$ cat config.mk
export PLATFORM = sky130hd
export DESIGN_NAME = dpt_core
export DESIGN_NICKNAME = d
export VERILOG_FILES = /design/src/dpt_pkg.sv /design/src/dpt_core.sv
export SDC_FILE = /design/constraint.sdc
export NUM_CORES = 1
export LEC_CHECK = 0
export ABC_AREA = 0
export BUFFER_PORTS_ARGS = -buffer_cell sky130_fd_sc_hd__buf_2
export CAP_MARGIN = 20
export CORE_MARGIN = 2
export CORE_UTILIZATION = 55
export DETAILED_ROUTE_END_ITERATION = 16
export PLACE_DENSITY = 0.78
export SLEW_MARGIN = 0
export SYNTH_ARGS = -nofsm -noshare
export SYNTH_HDL_FRONTEND = slang
export SYNTH_SLANG_ARGS = --single-unit
$ cat constraint.sdc
create_clock -name pclk -period 2.7 [get_ports pclk]
set_clock_uncertainty 0.2 [all_clocks]
set_input_delay 0.27 -clock pclk [delete_from_list [all_inputs] [get_ports pclk]]
set_output_delay 0.27 -clock pclk [all_outputs]
set_load 0.02 [all_outputs]
$ cat src/dpt_pkg.sv
// Constants, register map and state type for the dual pulse timer
// Operation
// - Control bit 11 picks channel 1 one-shot (0) or auto-reload (1)
// - Rising channel 1 mode bit clears channel 1 reload and compare
// - Control bit 10 inverts the channel 1 output when dead-zone pairing is off
// - Control bit 8 runs channel 1 when set, stops it when clear
// - Control bit 4 enables dead-zone pairing; outputs become complementary
// - Control bit 3 picks channel 0 one-shot (0) or auto-reload (1)
// - Rising channel 0 mode bit clears channel 0 reload and compare
// - Control bit 2 inverts the channel 0 output
// - Control bit 0 runs channel 0 when set, stops it when clear
// - Reload register bits 15:0 hold the 16-bit counter reload point
// - Frequency is clock over prescale plus one, divider, reload plus one
// - Duty is compare plus one over reload plus one, 16-bit compare
// - Compare at or above reload keeps the output high all period
// - Otherwise low for reload minus compare, high for compare plus one
// - Compare zero gives low for reload cycles, high for one cycle
// - Reload writes apply only from the next period
// - Compare writes apply only from the next period
// - Count registers return each channel's present down counter value
// - Prescaler divides by setting plus one; zero halts both counters
// - Divider codes 0..4 divide by 2, 4, 8, 16 and 1
package dpt_pkg;

  localparam logic [11:0] OFS_PRESCALE = 12'h000;
  localparam logic [11:0] OFS_DIVIDER  = 12'h004;
  localparam logic [11:0] OFS_CONTROL  = 12'h008;
  localparam logic [11:0] OFS_RELOAD0  = 12'h00c;
  localparam logic [11:0] OFS_COMPARE0 = 12'h010;
  localparam logic [11:0] OFS_COUNT0   = 12'h014;
  localparam logic [11:0] OFS_RELOAD1  = 12'h018;
  localparam logic [11:0] OFS_COMPARE1 = 12'h01c;
  localparam logic [11:0] OFS_COUNT1   = 12'h020;

  // Control bit positions, indexed by channel
  localparam int unsigned RUN_BIT0     = 0;
  localparam int unsigned RUN_BIT1     = 8;
  localparam int unsigned INV_BIT0     = 2;
  localparam int unsigned INV_BIT1     = 10;
  localparam int unsigned MODE_BIT0    = 3;
  localparam int unsigned MODE_BIT1    = 11;
  localparam int unsigned DEADZONE_BIT = 4;
  localparam logic [15:0] CONTROL_MASK = 16'h0d1d;

  // Divider select fields: channel 0 in 2:0, channel 1 in 6:4
  localparam int unsigned DIV_LSB0  = 0;
  localparam int unsigned DIV_LSB1  = 4;
  localparam logic [2:0]  DIV_BY_ONE = 3'h4;

  localparam logic [15:0] RST_CONTROL  = 16'h0000;
  localparam logic [15:0] RST_VALUE16  = 16'h0000;
  localparam logic [7:0]  RST_PRESCALE = 8'h00;
  localparam logic [2:0]  RST_DIVIDER  = 3'h0;
  localparam logic [31:0] RST_RDATA    = 32'h0000_0000;

  typedef struct packed {
    logic [7:0]       prescale;   // Shared prescale setting
    logic [7:0]       psc_cnt;
    logic [1:0][2:0]  div_sel;
    logic [1:0][3:0]  div_cnt;
    logic [15:0]      control;
    logic [1:0][15:0] reload;     // Software copies
    logic [1:0][15:0] compare;
    logic [1:0][15:0] act_reload; // Copies in force this period
    logic [1:0][15:0] act_compare;
    logic [1:0][15:0] count;
    logic [1:0]       active;     // Counting, not finished one-shot
    logic [1:0]       run_seen;   // Run bit last cycle, for start edge
    logic [1:0]       pwm;
    logic [31:0]      prdata;
    logic             pready;
    logic             pslverr;
  } dpt_state_t;

endpackage
$ cat src/dpt_core.sv
// Two-channel pulse width timer with APB register access
//
// The implementer's own choice: the APB interface to the registers.
`timescale 1ns/1ps
module dpt_core (
  input  wire logic        pclk,     // 250 MHz bus and timer clock
  input  wire logic        presetn,  // Async reset, active low
  input  wire logic        psel,     // APB select
  input  wire logic        penable,  // APB access phase
  input  wire logic        pwrite,   // APB write
  input  wire logic [11:0] paddr,    // APB byte address
  input  wire logic [31:0] pwdata,   // APB write data
  output logic      [31:0] prdata,   // APB read data
  output logic             pready,   // APB ready
  output logic             pslverr,  // APB error, unmapped address
  output logic             pwm_out0, // Channel 0 pulse pin
  output logic             pwm_out1  // Channel 1 pulse pin
);

  dpt_pkg::dpt_state_t s_q;
  dpt_pkg::dpt_state_t s_d;

  // Channel-indexed views of control fields
  logic [1:0] run_bit;
  logic [1:0] inv_bit;
  logic [1:0] mode_bit;
  assign run_bit  = {s_q.control[dpt_pkg::RUN_BIT1],
                     s_q.control[dpt_pkg::RUN_BIT0]};
  assign inv_bit  = {s_q.control[dpt_pkg::INV_BIT1],
                     s_q.control[dpt_pkg::INV_BIT0]};
  assign mode_bit = {s_q.control[dpt_pkg::MODE_BIT1],
                     s_q.control[dpt_pkg::MODE_BIT0]};

  always_comb begin
    logic        psc_tick;
    logic [1:0]  ch_tick;
    logic [3:0]  div_last;
    logic [1:0]  raw;
    logic        ack;
    logic        mapped;
    logic [15:0] new_ctl;
    logic [31:0] rd;
    psc_tick = 1'b0;
    ch_tick  = 2'b00;
    div_last = 4'h0;
    raw      = 2'b00;
    ack      = 1'b0;
    mapped   = 1'b0;
    new_ctl  = s_q.control;
    rd       = dpt_pkg::RST_RDATA;
    s_d      = s_q;

    if (s_q.prescale != dpt_pkg::RST_PRESCALE) begin
      if (s_q.psc_cnt >= s_q.prescale) begin
        s_d.psc_cnt = dpt_pkg::RST_PRESCALE;
        psc_tick    = 1'b1;
      end else begin
        s_d.psc_cnt = s_q.psc_cnt + 8'h01;
      end
    end

    for (int c = 0; c < 2; c++) begin
      unique case (s_q.div_sel[c])
        3'h0:    div_last = 4'h1;
        3'h1:    div_last = 4'h3;
        3'h2:    div_last = 4'h7;
        3'h3:    div_last = 4'hf;
        default: div_last = 4'h0;  // Code 4 and unused codes pass through
      endcase
      if (psc_tick) begin
        if (s_q.div_cnt[c] >= div_last) begin
          s_d.div_cnt[c] = 4'h0;
          ch_tick[c]     = 1'b1;
        end else begin
          s_d.div_cnt[c] = s_q.div_cnt[c] + 4'h1;
        end
      end

      s_d.run_seen[c] = run_bit[c];
      if (!run_bit[c]) begin
        s_d.active[c] = 1'b0;
      end else if (!s_q.run_seen[c]) begin
        s_d.active[c]      = 1'b1;
        s_d.count[c]       = s_q.reload[c];
        s_d.act_reload[c]  = s_q.reload[c];
        s_d.act_compare[c] = s_q.compare[c];
      end else if (s_q.active[c] && ch_tick[c]) begin
        if (s_q.count[c] != dpt_pkg::RST_VALUE16) begin
          s_d.count[c] = s_q.count[c] - 16'h0001;
        end else if (mode_bit[c]) begin
          // new values take hold at period start
          s_d.count[c]       = s_q.reload[c];
          s_d.act_reload[c]  = s_q.reload[c];
          s_d.act_compare[c] = s_q.compare[c];
        end else begin
          s_d.active[c] = 1'b0;
        end
      end

      raw[c] = s_q.active[c] && (s_q.count[c] <= s_q.act_compare[c]);
    end

    s_d.pwm[0] = raw[0] ^ inv_bit[0];
    // dead zone makes channel 1 the complement of channel 0
    if (s_q.control[dpt_pkg::DEADZONE_BIT]) begin
      s_d.pwm[1] = ~(raw[0] ^ inv_bit[0]);
    end else begin
      s_d.pwm[1] = raw[1] ^ inv_bit[1];
    end

    // Answer one cycle into the access phase; commit on the ready edge
    ack           = psel && penable && s_q.pready;
    s_d.pready    = psel && penable && !s_q.pready;
    unique case (paddr)
      dpt_pkg::OFS_PRESCALE: begin
        mapped = 1'b1;
        rd     = {24'h00_0000, s_q.prescale};
      end
      dpt_pkg::OFS_DIVIDER: begin
        mapped = 1'b1;
        rd     = {25'h000_0000, s_q.div_sel[1], 1'b0, s_q.div_sel[0]};
      end
      dpt_pkg::OFS_CONTROL: begin
        mapped = 1'b1;
        rd     = {16'h0000, s_q.control};
      end
      dpt_pkg::OFS_RELOAD0: begin
        mapped = 1'b1;
        rd     = {16'h0000, s_q.reload[0]};
      end
      dpt_pkg::OFS_COMPARE0: begin
        mapped = 1'b1;
        rd     = {16'h0000, s_q.compare[0]};
      end
      dpt_pkg::OFS_COUNT0: begin
        mapped = 1'b1;
        rd     = {16'h0000, s_q.count[0]};
      end
      dpt_pkg::OFS_RELOAD1: begin
        mapped = 1'b1;
        rd     = {16'h0000, s_q.reload[1]};
      end
      dpt_pkg::OFS_COMPARE1: begin
        mapped = 1'b1;
        rd     = {16'h0000, s_q.compare[1]};
      end
      dpt_pkg::OFS_COUNT1: begin
        mapped = 1'b1;
        rd     = {16'h0000, s_q.count[1]};
      end
      default: begin
        mapped = 1'b0;
        rd     = dpt_pkg::RST_RDATA;
      end
    endcase
    if (s_d.pready) begin
      s_d.prdata  = pwrite ? dpt_pkg::RST_RDATA : rd;
      s_d.pslverr = !mapped;
    end else begin
      s_d.prdata  = dpt_pkg::RST_RDATA;
      s_d.pslverr = 1'b0;
    end

    if (ack && pwrite && mapped) begin
      unique case (paddr)
        dpt_pkg::OFS_PRESCALE: begin
          s_d.prescale = pwdata[7:0];
          s_d.psc_cnt  = dpt_pkg::RST_PRESCALE;
        end
        dpt_pkg::OFS_DIVIDER: begin
          s_d.div_sel[0] = pwdata[dpt_pkg::DIV_LSB0 +: 3];
          s_d.div_sel[1] = pwdata[dpt_pkg::DIV_LSB1 +: 3];
        end
        dpt_pkg::OFS_CONTROL: begin
          new_ctl     = pwdata[15:0] & dpt_pkg::CONTROL_MASK;
          s_d.control = new_ctl;
          // rising mode bit clears channel 0 values
          if (new_ctl[dpt_pkg::MODE_BIT0] && !mode_bit[0]) begin
            s_d.reload[0]  = dpt_pkg::RST_VALUE16;
            s_d.compare[0] = dpt_pkg::RST_VALUE16;
          end
          // rising mode bit clears channel 1 values
          if (new_ctl[dpt_pkg::MODE_BIT1] && !mode_bit[1]) begin
            s_d.reload[1]  = dpt_pkg::RST_VALUE16;
            s_d.compare[1] = dpt_pkg::RST_VALUE16;
          end
        end
        dpt_pkg::OFS_RELOAD0:  s_d.reload[0]  = pwdata[15:0];
        dpt_pkg::OFS_COMPARE0: s_d.compare[0] = pwdata[15:0];
        dpt_pkg::OFS_RELOAD1:  s_d.reload[1]  = pwdata[15:0];
        dpt_pkg::OFS_COMPARE1: s_d.compare[1] = pwdata[15:0];
        default: begin
          // Count registers ignore writes
          s_d.control = s_q.control;
        end
      endcase
    end
  end

  always_ff @(posedge pclk or negedge presetn) begin
    if (!presetn) begin
      s_q <= '0;
    end else begin
      s_q <= s_d;
    end
  end

  assign prdata   = s_q.prdata;
  assign pready   = s_q.pready;
  assign pslverr  = s_q.pslverr;
  assign pwm_out0 = s_q.pwm[0];
  assign pwm_out1 = s_q.pwm[1];

endmodule

# After elaboration in Yosys (flattened, before gate mapping)
# Index checks and enable logic that the tools add are counted.
# classes
n_div	0
n_eq_ne	30
order_cmp	5
n_reduce_logical	39
n_mux	53
addsub	5
n_shift	0
n_bitwise	3
multipliers	0
# ops
operator	count
$mux 16	18
$pmux 16 s9	1
$pmux 16 s2	4
$mux 32	2
$eq 12x5->1 const B	4
$le 16x16->1	2
$pmux 4 s4	2
$reduce_bool 16->1	2
$sub 16x1->16 const B	2
$eq 12x4->1 const B	2
$mux 8	3
$reduce_and 3->1	8
$mux 1	19
$mux 14	1
$eq 12x3->1 const B	1
$eq 12x6->1 const B	1
$eq 3x2->1 const B	4
$logic_not 12->1	1
$ne 3x3->1 const B	4
$logic_and 1x1->1	11
$reduce_or 9->1	1
$add 4x1->4 const B	2
$add 8x1->8 const B	1
$ge 4x4->1	2
other kinds (16)	37
# totals
memories	0
regBits	205
word_cells	157
mem_bits_ro	0
mem_bits_rw	0
latch_bits	0
input_bits	49
output_inout_bits	36

# Logic depth before layout (Yosys ltp)
# logic_depth
word_depth	9
ltp_mapped	11
mapped_depth_nobuf	9

# Worst setup path after synthesis
# OpenSTA, ideal clock, no wires.
# synth_path
path_type	register to register
start	reg s_q[236] in the netlist's numbering
end	reg s_q[101] in the netlist's numbering
setup_ns	0.125
slack_ns	0.026
synth_period_minus_slack_ns	2.674
required_time_ns	2.375
path_stages_with_launch	10
n_path_buf	1
t_arrival_ns	2.349
cell_sequence	dfrtp_1 ha_1 a21o_1 a21oi_1 a21boi_0 a41oi_2 o31ai_1 nand2_1 buf_4 mux2_2
# synth_via
elab_chain_cells	7
# synth_lines
item	line_no	text
start: declaration	dpt_core.sv:20	dpt_pkg::dpt_state_t s_q;
start signal: assignment	dpt_core.sv:202	s_q <= '0;
start signal: assignment	dpt_core.sv:204	s_q <= s_d;
$ge 8x8->1	dpt_core.sv:54	if (s_q.psc_cnt >= s_q.prescale) begin
$mux 1	dpt_core.sv:54	
$mux 1	dpt_core.sv:53	if (s_q.prescale != dpt_pkg::RST_PRESCALE) begin
$mux 1	dpt_core.sv:70	if (psc_tick) begin
$logic_and 1x1->1	dpt_core.sv:87	end else if (s_q.active[c] && ch_tick[c]) begin
$ne 2x1->1 (no line)	n/a	
$reduce_and 4->1 (no line)	n/a	
# No other way between the ends.
# A chain may end at the register's enable or synchronous reset.

==> out/summary.md <==
### STA
- **Slew headroom** 62.2%
- **setup-violating endpoint count in the final report** 1
- **Final WS setup** -8.60 ps
- **Setup TNS** -8.60 ps
- **final max-slew violation count** 0
- **shortest clock period the worst path allows after layout** 2710 ps
- **tightest hold margin** 11.8 ps
- **hold violation total from the final report** 0
- **max frequency** 0.369 GHz
- **Tcrit/Tclk final** 100%
- **setup repair after global routing missed its margin** yes
- **worst-margin pin slew** 562 ps

### Global route
- **gr ovfl total** 0
- **overall global routing resource usage** 29.7%
- **initial antenna violation count** 0
- **wire length of the first global-routing pass** 45800 um
- **number of global-route vias before repair** 8532
- **pin count of the biggest net entering global routing** 62

### Power and ir drop
- **internal power of the cells** 4.51 mW
- **proportion of power drawn by combinational gates** 4.6%
- **switching power as a share of total power** 22.7%
- **Max VDD drop** 0.451 mV
- **part of the total power dissipated in the clock network** 46.2%
- **total power of the final layout** 5.83 mW
- **total leakage power** 5.68 nW
- **power per cell area** 471 nW/um^2
- **net load switching power** 1.32 mW
- **sequential cell fraction of total power** 49.2%

### Route
- **metal3 WL** 2510 um
- **vias per inst** 6.34
- **length of routed met2 wiring** 14200 um
- **Detailed Routing Iterations Pass 1** 6
- **M1 wire length** 12100 um
- **First DRT Iteration DRCs** 1268
- **DR WL/cell** 20.5 um
- **DR top layer** met4
- **remaining routing DRC violations** 0
- **Total Wirelength** 29800 um
- **overall via count from detail_route** 9226
- **Antenna Violating Nets Remaining** 0

### Critical path
- **register-to-register setup slack** -9 ps
- **worst r2r dst** pwm_out1$_DFF_PN0_
- **startpoint type of the worst setup path** flop
- **R2R cell count** 9
- **start-to-end type of the worst setup path** reg -> reg
- **largest fanout on the critical path** 3
- **capture point of the critical path** pwm_out1$_DFF_PN0_
- **critical register-to-register path startpoint** s_q[53]$_DFFE_PN0P_
- **slowest cell on the critical path** sky130_fd_sc_hd__or3_4
- **data arrival time of the critical path** 2820 ps
- **CP max stage delay** 470 ps
- **critical path launch point** s_q[53]$_DFFE_PN0P_
- **Required @ worst endpoint** 2810 ps
- **buffering stage count on the worst path with inverters included** 1
- **crit-path leading delay family** simple AND/OR/NAND/NOR gates
- **Critical Path Stages** 9
- **CP Capture Type** flop
- **crit path cell chain** ha_1 > nand4_1 > or3_4 > a21oi_1 > nor4_1 > o21ai_0 > buf_4 > xnor2_1 > mux2i_1

### Synthesis
- **post-synthesis instance area** 10500 um^2
- **number of warnings printed during yosys synthesis** 0
- **flops & latches, synth** 189
- **ys flop type** sky130_fd_sc_hd__dfrtp_1
- **Post-synth EDFFs** 0
- **proportion of synthesized chip area in sequential cells** 44.9%
- **number of instances in the synthesized netlist** 1105
- **share of synthesized registers carrying an async set or reset** 100%
- **number of unique standard cell types used by synthesis** 73
- **synthesized area per cell** 9.53 um^2

### Clock tree
- **TritonCTS clock tree** yes
- **insertion delay of the later-clocked pin in the worst-skew pair** 450 ps
- **worst-case clock buffer depth** 2
- **cts bufs inserted** 17
- **clock root cell** sky130_fd_sc_hd__clkbuf_16
- **Clock Sinks** 189
- **H-Tree Depth** 4
- **Clock Pin Slew Worst Setup and Hold Paths** 70 ps

### Placement
- **HPWL Detailed** 20900 um
- **port buffer count** 52
- **Final Wtd Congestion** 0.997

### Cells and area
- **most common cell after layout, fill and taps aside** sky130_fd_sc_hd__dfrtp_1
- **antenna diode count** 0
- **net total in the final layout** 1313
- **leading cell types in the layout, fill and taps excluded** sky130_fd_sc_hd__dfrtp_1 (188), sky130_fd_sc_hd__nand2_1 (138), sky130_fd_sc_hd__o21ai_0 (96)
- **area growth from synthesis to layout** 17.3%
- **number of filler cells placed in the layout** 1461
- **share of post-route cells with drive strength above 1** 19.9%

### Worst hold path
- **launch instance of the worst min-delay path** paddr[3]
- **number of cells on the worst hold path** 3
- **Tightest Hold Check Type** in -> reg

### Die
- **effective utilization at floorplan** 56.1%
- **Die Footprint** 20300 um^2
- **placeable core region** 18800 um^2
- **chip width** 142 um
- **die extent in y** 142 um
- **standard-cell rows** 50
- **io pins** 85

### Run status
- **violated checks** setup timing
- **status** complete, but fails checks

### Job
- **MaxCap Viol Count** 0

## layer usage
metal | track usage [%] | vias up
met5 | 0 | -
li1 | - | 4180
met1 | 39.9 | 4504
met4 | 11.9 | 0
met3 | 5.82 | 82
met2 | 47.8 | 460
## flip-flops by register name, indices dropped and copies added (netlist names)
register / count
pready: 1
run_bit: 2
pwm_out0: 1
pwm_out1: 1
prdata: 16
pslverr: 1
mode_bit: 2
inv_bit: 2
s_q: 163
## worst min path at each step
| stage | slack [ps] | endpoint |
|---|---|---|
| after global placement | 100 | s_q[216]$_DFFE_PN0N_ |
| final | 10 | pslverr$_DFF_PN0_ |
| after floorplan | -230 | inv_bit[0]$_DFFE_PN0P_ |
| after global routing | 40 | pslverr$_DFF_PN0_ |
| after detailed placement | 100 | s_q[216]$_DFFE_PN0N_ |
| after CTS | 20 | pslverr$_DFF_PN0_ |
## power groups by stage
stage,sequential (mW),combinational (mW),clock [mW]
2_1_floorplan,2.92,0.106,0
3_3_place_gp,2.92,0.236,0
3_5_place_dp,2.92,0.242,0
4_1_cts,2.86,0.264,2.71
5_1_grt,2.86,0.292,2.83
6_report,2.86,0.269,2.69
## cells by family after synthesis
logic type,Yosys count,share of synthesized area [%]
xor gates and xnor gates,8,0.666
AOI/OAI and AO/OA,309,19.3
buffers and inverters,141,6.64
other,1,0.0356
DFF,189,44.9
adders and majority gates,55,6.54
and+or+nand+nor,349,16.4
muxes,53,5.47
## layout make-up
cell class / count / area [um^2] / area share (%)
Multi-Input combinational cell: 790 / 5240 / 42.4
Sequential cell: 189 / 4730 / 38.3
Timing Repair Buffer: 158 / 1260 / 10.2
Clock buffer: 18 / 439 / 3.55
Tap cell: 234 / 293 / 2.37
Inverter: 53 / 199 / 1.61
Clock inverter: 14 / 194 / 1.57
## cell usage after synthesis (13+ instances only)
| cell type | n | area, um^2 |
|---|---|---|
| sky130_fd_sc_hd__a21oi_1 | 74 | 370 |
| sky130_fd_sc_hd__a22o_1 | 13 | 114 |
| sky130_fd_sc_hd__a32o_1 | 32 | 320 |
| sky130_fd_sc_hd__buf_2 | 16 | 80.1 |
| sky130_fd_sc_hd__buf_4 | 34 | 255 |
| sky130_fd_sc_hd__clkbuf_1 | 31 | 116 |
| sky130_fd_sc_hd__dfrtp_1 | 189 | 4730 |
| sky130_fd_sc_hd__ha_1 | 55 | 688 |
| sky130_fd_sc_hd__inv_1 | 53 | 199 |
| sky130_fd_sc_hd__mux2_2 | 33 | 372 |
| sky130_fd_sc_hd__mux2i_1 | 17 | 170 |
| sky130_fd_sc_hd__nand2_1 | 138 | 518 |
| sky130_fd_sc_hd__nand2b_1 | 20 | 125 |
| sky130_fd_sc_hd__nand3_1 | 46 | 230 |
| sky130_fd_sc_hd__nand4_1 | 13 | 81.3 |
| sky130_fd_sc_hd__nor2_1 | 52 | 195 |
| sky130_fd_sc_hd__nor3_1 | 20 | 100 |
| sky130_fd_sc_hd__o21ai_0 | 98 | 490 |
## stage by stage
stage               utilization, %  area (um^2)  cells  setup slack, ps
global route                  65.8        12400   1456             -103
CTS                           65.1        12200   1449             8.17
detailed placement            60.6        11400   1396            -88.9
global placement              60.6        11400   1396            0.985
floorplan                        -        10600   1120             26.3
finish                        65.8        12400   1456            -8.60
## worst min-delay path, delay by kind of cell
kind / cells / cell delay [ps]
buf+inv: 1 / 100
compound gates: 2 / 240
## what timing repair did
action	CTS	global route
pin swaps	1	3
gates resized for setup	5	17
hold endpoints to repair	114	0
endpoints found under the setup margin	51	60
cloned	0	1
hold buffers	19	0
buffers inserted	2	6
(Power assumes the default switching activity.)
